**src/twd_consts.vh**
```
`ifndef TWD_CONSTS_VH
`define TWD_CONSTS_VH

// data register selector values held in the address-select register
`define TWD_SEL_IDENTITY     8'h00
`define TWD_SEL_REVISION     8'h01
`define TWD_SEL_FLASH_CTL    8'h02
`define TWD_SEL_FLASH_DATA   8'hb4

// reset values, and the value read back from an unmapped selector
`define TWD_ADDR_RESET       8'h00
`define TWD_FLASH_CTL_RESET  8'h00
`define TWD_FLASH_DATA_RESET 8'h00
`define TWD_UNMAPPED_VALUE   8'h00

// link instruction codes, two bits sent lsb first
`define TWD_INS_DATA_READ    2'h0
`define TWD_INS_DATA_WRITE   2'h1
`define TWD_INS_ADDR_READ    2'h2
`define TWD_INS_ADDR_WRITE   2'h3

// field widths and counts
`define TWD_INS_BITS         2'h2
`define TWD_DATA_BITS        4'h8

`endif

```
**src/twd_pin_sync.v**
```verilog
`timescale 1ns/1ns
`default_nettype none

// three-stage synchroniser; output follows once stages two and three agree
module twd_pin_sync #(
    parameter WIDTH = 2
) (
    // clock and reset
    input  wire             core_clk,
    input  wire             rst,
    // asynchronous levels in, filtered levels out
    input  wire [WIDTH-1:0] async_in,
    input  wire [WIDTH-1:0] reset_level,
    output reg  [WIDTH-1:0] sync_out
);

    reg [WIDTH-1:0] stage1;
    reg [WIDTH-1:0] stage2;
    reg [WIDTH-1:0] stage3;
    integer         i;

    always @(posedge core_clk) begin
        stage1 <= async_in;
        stage2 <= stage1;
        stage3 <= stage2;
        if (rst) begin
            sync_out <= reset_level;
        end else begin
            for (i = 0; i < WIDTH; i = i + 1) begin
                if (stage2[i] == stage3[i]) begin
                    sync_out[i] <= stage3[i];
                end
            end
        end
    end

endmodule // twd_pin_sync

`default_nettype wire

```
**src/twd_debug_regs.v**
```verilog
`timescale 1ns/1ns
`default_nettype none
`include "twd_consts.vh"

module twd_debug_regs #(
    parameter [7:0] PART_IDENTITY    = 8'h5a, // arbitrary value
    parameter [7:0] SILICON_REVISION = 8'h00  // arbitrary value
) (
    // clock and reset
    input  wire       core_clk,
    input  wire       rst,
    // halt state from the core
    input  wire       core_halted,
    output wire       peripheral_stall,
    output wire       program_stall,
    // shared reset pin, also the link clock
    input  wire       debug_link_clock_pin,
    output wire       user_reset_n,
    // shared port pin, also the link data
    input  wire       port_two_bit_seven_pin_in,
    output wire       port_two_bit_seven_pin_out,
    output wire       port_two_bit_seven_pin_oe,
    // user function of the port pin
    input  wire       user_pin_out,
    input  wire       user_pin_oe,
    output wire       user_pin_in,
    // flash programming side
    output reg  [7:0] flash_prog_control,
    output reg  [7:0] flash_prog_data,
    output reg        flash_control_written,
    output reg        flash_data_written,
    input  wire       flash_data_load,
    input  wire [7:0] flash_data_value
);

    localparam [2:0] ST_IDLE = 3'h0;
    localparam [2:0] ST_INS  = 3'h1;
    localparam [2:0] ST_WDAT = 3'h2;
    localparam [2:0] ST_RDAT = 3'h3;

    reg  [7:0] link_address_select;
    reg  [2:0] state;
    reg  [1:0] ins;
    reg  [3:0] bit_cnt;
    reg  [7:0] shreg;
    reg        clk_prev;
    reg        drive_oe;
    reg        drive_bit;
    wire [1:0] synced;
    wire       link_clk;
    wire       link_dat;
    wire       rise;
    wire       fall;

    // data register selected by the address-select register
    function [7:0] read_mux;
        input [7:0] sel;
        input [7:0] ctl;
        input [7:0] dat;
        begin
            case (sel)
                `TWD_SEL_IDENTITY:   read_mux = PART_IDENTITY;
                `TWD_SEL_REVISION:   read_mux = SILICON_REVISION;
                `TWD_SEL_FLASH_CTL:  read_mux = ctl;
                `TWD_SEL_FLASH_DATA: read_mux = dat;
                default:             read_mux = `TWD_UNMAPPED_VALUE;
            endcase
        end
    endfunction

    twd_pin_sync #(
        .WIDTH(2)
    ) u_sync (
        .core_clk    (core_clk),
        .rst         (rst),
        .async_in    ({port_two_bit_seven_pin_in, debug_link_clock_pin}),
        .reset_level (2'h3),
        .sync_out    (synced)
    );

    assign link_clk = synced[0];
    assign link_dat = synced[1];
    // edges count only while halted, so user reset traffic is never decoded
    assign rise = core_halted & link_clk & ~clk_prev;
    assign fall = core_halted & ~link_clk & clk_prev;

    // halted: pins borrowed, everything else stalled
    assign peripheral_stall = core_halted;
    assign program_stall    = core_halted;
    assign user_reset_n     = core_halted ? 1'b1 : debug_link_clock_pin;
    assign user_pin_in      = core_halted ? 1'b1 : port_two_bit_seven_pin_in;
    assign port_two_bit_seven_pin_out = core_halted ? drive_bit : user_pin_out;
    assign port_two_bit_seven_pin_oe  = core_halted ? drive_oe : user_pin_oe;

    always @(posedge core_clk) begin
        if (rst) begin
            clk_prev <= 1'b1;
        end else begin
            clk_prev <= link_clk;
        end
    end

    // link frame: start bit 0, two instruction bits, then eight data bits
    // apart from flash_data_load refreshing flash_prog_data, the register set below has no other write path than this frame
    always @(posedge core_clk) begin
        if (rst) begin
            state                 <= ST_IDLE;
            ins                   <= 2'h0;
            bit_cnt               <= 4'h0;
            shreg                 <= 8'h00;
            drive_oe              <= 1'b0;
            drive_bit             <= 1'b1;
            link_address_select   <= `TWD_ADDR_RESET;
            flash_prog_control    <= `TWD_FLASH_CTL_RESET;
            flash_prog_data       <= `TWD_FLASH_DATA_RESET;
            flash_control_written <= 1'b0;
            flash_data_written    <= 1'b0;
        end else begin
            flash_control_written <= 1'b0;
            flash_data_written    <= 1'b0;
            // the flash engine may refresh the data register; a link write wins
            if (flash_data_load) begin
                flash_prog_data <= flash_data_value;
            end
            if (!core_halted) begin
                state    <= ST_IDLE;
                drive_oe <= 1'b0;
            end else begin
                case (state)
                    ST_IDLE: begin
                        if (rise && !link_dat) begin
                            state   <= ST_INS;
                            bit_cnt <= 4'h0;
                        end
                    end
                    ST_INS: begin
                        if (rise) begin
                            ins     <= {link_dat, ins[1]};
                            bit_cnt <= bit_cnt + 4'h1;
                            if (bit_cnt == {2'h0, `TWD_INS_BITS} - 4'h1) begin
                                bit_cnt <= 4'h0;
                                // ins[1] still holds the first bit, set for writes
                                if (ins[1]) begin
                                    state <= ST_WDAT;
                                end else if (link_dat) begin
                                    state <= ST_RDAT;
                                    shreg <= link_address_select;
                                end else begin
                                    state <= ST_RDAT;
                                    shreg <= read_mux(link_address_select,
                                                      flash_prog_control,
                                                      flash_prog_data);
                                end
                            end
                        end
                    end
                    ST_WDAT: begin
                        if (rise) begin
                            shreg   <= {link_dat, shreg[7:1]};
                            bit_cnt <= bit_cnt + 4'h1;
                            if (bit_cnt == `TWD_DATA_BITS - 4'h1) begin
                                state <= ST_IDLE;
                                if (ins == `TWD_INS_ADDR_WRITE) begin
                                    // select holds until the next address write
                                    link_address_select <= {link_dat, shreg[7:1]};
                                end else if (link_address_select == `TWD_SEL_FLASH_CTL) begin
                                    flash_prog_control    <= {link_dat, shreg[7:1]};
                                    flash_control_written <= 1'b1;
                                end else if (link_address_select == `TWD_SEL_FLASH_DATA) begin
                                    flash_prog_data    <= {link_dat, shreg[7:1]};
                                    flash_data_written <= 1'b1;
                                end
                                // identity, revision and unmapped: write dropped
                            end
                        end
                    end
                    ST_RDAT: begin
                        // target drives each bit after a falling edge
                        if (fall) begin
                            if (bit_cnt == `TWD_DATA_BITS) begin
                                // release, then swallow the closing rise so that a
                                // last bit of zero lingering in the synchroniser
                                // cannot pose as the next start bit
                                drive_oe <= 1'b0;
                                bit_cnt  <= bit_cnt + 4'h1;
                            end else begin
                                drive_oe  <= 1'b1;
                                drive_bit <= shreg[0];
                                shreg     <= {1'b0, shreg[7:1]};
                                bit_cnt   <= bit_cnt + 4'h1;
                            end
                        end else if (rise && bit_cnt == `TWD_DATA_BITS + 4'h1) begin
                            state <= ST_IDLE;
                        end
                    end
                    default: begin
                        state    <= ST_IDLE;
                        drive_oe <= 1'b0;
                    end
                endcase
            end
        end
    end

endmodule // twd_debug_regs

`default_nettype wire

```
**config.mk**
```make
export PLATFORM = sky130hd
export DESIGN_NAME = twd_debug_regs
export DESIGN_NICKNAME = d
export VERILOG_FILES = /design/src/twd_pin_sync.v /design/src/twd_debug_regs.v
export VERILOG_INCLUDE_DIRS = /design/src
export SDC_FILE = /design/constraint.sdc
export NUM_CORES = 1
export LEC_CHECK = 0
export ABC_AREA = 1
export BUFFER_PORTS_ARGS = -buffer_cell sky130_fd_sc_hd__buf_4
export CORE_UTILIZATION = 30
export CTS_BUF_LIST = sky130_fd_sc_hd__clkbuf_8
export CTS_CLUSTER_SIZE = 24
export DETAILED_ROUTE_END_ITERATION = 8
export SETUP_SLACK_MARGIN = 0.4
export SYNTH_ARGS = -nofsm -noshare
export SYNTH_HDL_FRONTEND = slang
export SYNTH_SLANG_ARGS = --single-unit
```
**constraint.sdc**
```tcl
create_clock -name core_clk -period 2.66 [get_ports core_clk]
set_input_delay 0 -clock core_clk [delete_from_list [all_inputs] [get_ports core_clk]]
set_output_delay 0 -clock core_clk [all_outputs]
set_load 0.1 [all_outputs]
```
==> results.yml <==
cts:
  clk_latency_ps: 300
  htree_levels: 2
  clk_pin_slew_ps: 90
  clockBufferDepth: 2
  cts-root-buf: "clkbuf_8"
  clock_sinks: 53
  numCtsBuffers: 5
  cts_tree: "done"
logic_synthesis:
  syn_nets: 396
  synth-async-reset-ratio_pct: 0
  yosysSeqAreaShare_pct: 38.6
  yosysUniqueCellTypes: 34
  ys_dominant_reg_cell: "dfxtp_1"
  synth_top_family_by_area: "simple AND/OR/NAND/NOR gates"
  syn_area_per_cell_um2: 7.36
  yosysWarnings: 0
  synth_area_um2: 2750
  synth_simple_gate_area_share_pct: 29.7
  synth_compound_area_share_pct: 15.4
  synthMuxAreaShare_pct: 3.28
  synth_edf_count: 0
  ys_seq_elements: 53
  synth-xor-area-share_pct: 0.319
  syn_inst: 373
  synthAdderAreaFrac_pct: 3.55
critical_path:
  critPathArrivalTime_ps: 2190
  required_ps: 2860
  worst-path-buf-inv: 1
  critPathKind: "register to register"
  r2r_start: "bit_cnt[0]"
  crit_path_max_incr_delay_ps: 410
  r2r_slack_ps: 670
  crit_fanout: 11
  crit_path_start_kind: "register"
  critPathTopFamily: "simple AND/OR/NAND/NOR gates"
  crit_path_top_delay_cell: "dfxtp_1"
  cp-startpoint: "bit_cnt[0]"
  crit_chain: "ha_1 > nand3_2 > nor2_8 > nand2_2 > nor2_2 > inv_1 > nor2_1 > nor2_1"
  crit_path_end_kind: "register"
  crit_top_cell: "nor2_1"
power_and_ir_drop:
  p_leak_nw: 1.41
  pwr_density_cell_nw_per_um2: 485
  irDropWorstVdd_mv: 0.208
global_route:
  grt_pass1_wl_um: 10800
  antenna_found_initial: 0
  grt_start_max_net_pins: 33
  grt_use_total_pct: 14.0
  grt_pass1_vias: 2261
  grt-ovfl-total: 0
route:
  dr.pass1.iters: 7
  wl_per_cell_um: 12.5
  ant_nets: 0
  drc: 8
  vias_per_cell: 4.77
  vias: 2469
  drt-total-wl_um: 6480
  drt-initial-drc-count: 151
final_layout:
  n_antenna_cell: 0
  final_layout_size_suffix_gt1_share_pct: 22.2
  fin_area_um2: 3240
  fin_cells: 518
  nFillCells: 908
  layout_common_cells: "nand2_1 (80), dfxtp_1 (53), buf_4 (40)"
  layout_commonest_cell: "nand2_1"
  final_core_util_pct: 36.8
  num-nets-final: 432
  synthToLayoutAreaGrowth_pct: 18.0
placement:
  place_hpwl_um: 4740
  placed_cell_area_um2: 3090
  dpl.cell_count: 507
  gp_congestion: 0.846
  dp_slack_ps: 699
  portBuffers: 39
hold_path:
  hp-start: "core_halted"
  hold_path_class: "primary input to register"
floorplanning:
  dieArea_um2: 9540
  num_rows: 34
  ios: 40
  die_h_um: 97.7
  core_um2: 8810
  initial_core_util_pct: 31.2
  die_w_um: 97.7
sta:
  slew_violations: 0
  worst_slack_ps: 665
  hold_viol_final: 0
  rsz0062_at_grt: "no"
  slew-limit-headroom_pct: 35.2
  finalCritPeriodShare_pct: 75.0
  setup_violations: 0
  worst_pin_slew_ps: 970
  fmax_mhz: 501
  post-route-min-period_ps: 1990
  setup-tns-final_ps: 0
  fin_worst_skew_ps: 4.44
outcome:
  outcome: "finished with violations"
  violations: "design-rule violations"
run:
  drv_cap: 0
## through the flow
step | power, mW | hold WS [ps]
CTS | 1.59 | 0.169
global route | 1.64 | 67.4
finish | 1.57 | 58.2
detailed placement | 1.03 | 114
global placement | 1.03 | 112
floorplan | 0.981 | 27.7
## area by class of cell
type	count	area (µm²)	share of cell area, %
Tap cell	108	135	4.17
Timing Repair Buffer	43	330	10.2
Inverter	43	163	5.02
Multi-Input combinational cell	263	1430	44.3
Sequential cell	53	1060	32.8
Clock buffer	6	82.6	2.55
Clock inverter	2	33.8	1.04
## routing by layer
| metal | share of wire [%] | up-vias | GRT usage, % |
|---|---|---|---|
| met5 | 0 | - | 0 |
| met4 | 1.2 | 0 | 3.61 |
| met3 | 5.4 | 11 | 2.88 |
| met2 | 45 | 92 | 23.5 |
| met1 | 48 | 1091 | 18.3 |
| li1 | - | 1275 | - |
## state kept, by name, indices dropped and copies added (netlist names)
register / cells
u_sync.stage2: 2
u_sync.sync_out: 2
u_sync.stage3: 2
shreg: 8
drive_oe: 1
flash_data_written: 1
drive_bit: 1
flash_control_written: 1
bit_cnt: 4
clk_prev: 1
ins: 2
u_sync.stage1: 2
flash_prog_control: 8
link_address_select: 8
state: 2
flash_prog_data: 8
## where the power goes
group | switching (mW) | leakage, nW | internal [mW]
Sequential | 0.0120 | 0.431 | 0.808
Combinational | 0.138 | 0.917 | 0.0561
Clock | 0.256 | 0.0626 | 0.303
Total | 0.406 | 1.41 | 1.17
## worst register-to-register path: stages (launching register included)
cell	delay, ps
dfxtp_1	410
ha_1	240
nand3_2	150
nor2_8	180
nand2_2	60
nor2_2	400
inv_1	240
nor2_1	160
nor2_1	60
## kinds of logic after synthesis
logic type	count (synthesis)
simple gates	166
compound gates	80
buf+inv	57
flops	53
mux	8
fa+ha+maj	8
xor+xnor	1
## Yosys cell counts (all sizes together), types with 3 or more instances
library cell	count	area, µm²
nand2	86	348
dfxtp	53	1060
nor2	43	218
inv	42	158
o21ai	41	213
a21oi	37	196
nand3	31	183
buf	11	77.6
mux2	8	90.1
ha	7	87.6
clkbuf	3	11.3
nand4	3	33.8
## worst paths after layout
| path | cells after the start | endpoint |
|---|---|---|
| min | 3 | state[1] |
| max reg2reg | 8 | flash_prog_data[5] |
| min reg2reg | 0 | u_sync.stage2[0] |
| max | 8 | flash_prog_data[5] |
## timing repair
item                      in CTS  in global routing
setup buffers                  0                  0
hold buffers                   2                  1
gates resized for setup        0                  0
hold endpoints to repair       2                  1
Note: power is estimated with default switching activity, not from simulation.
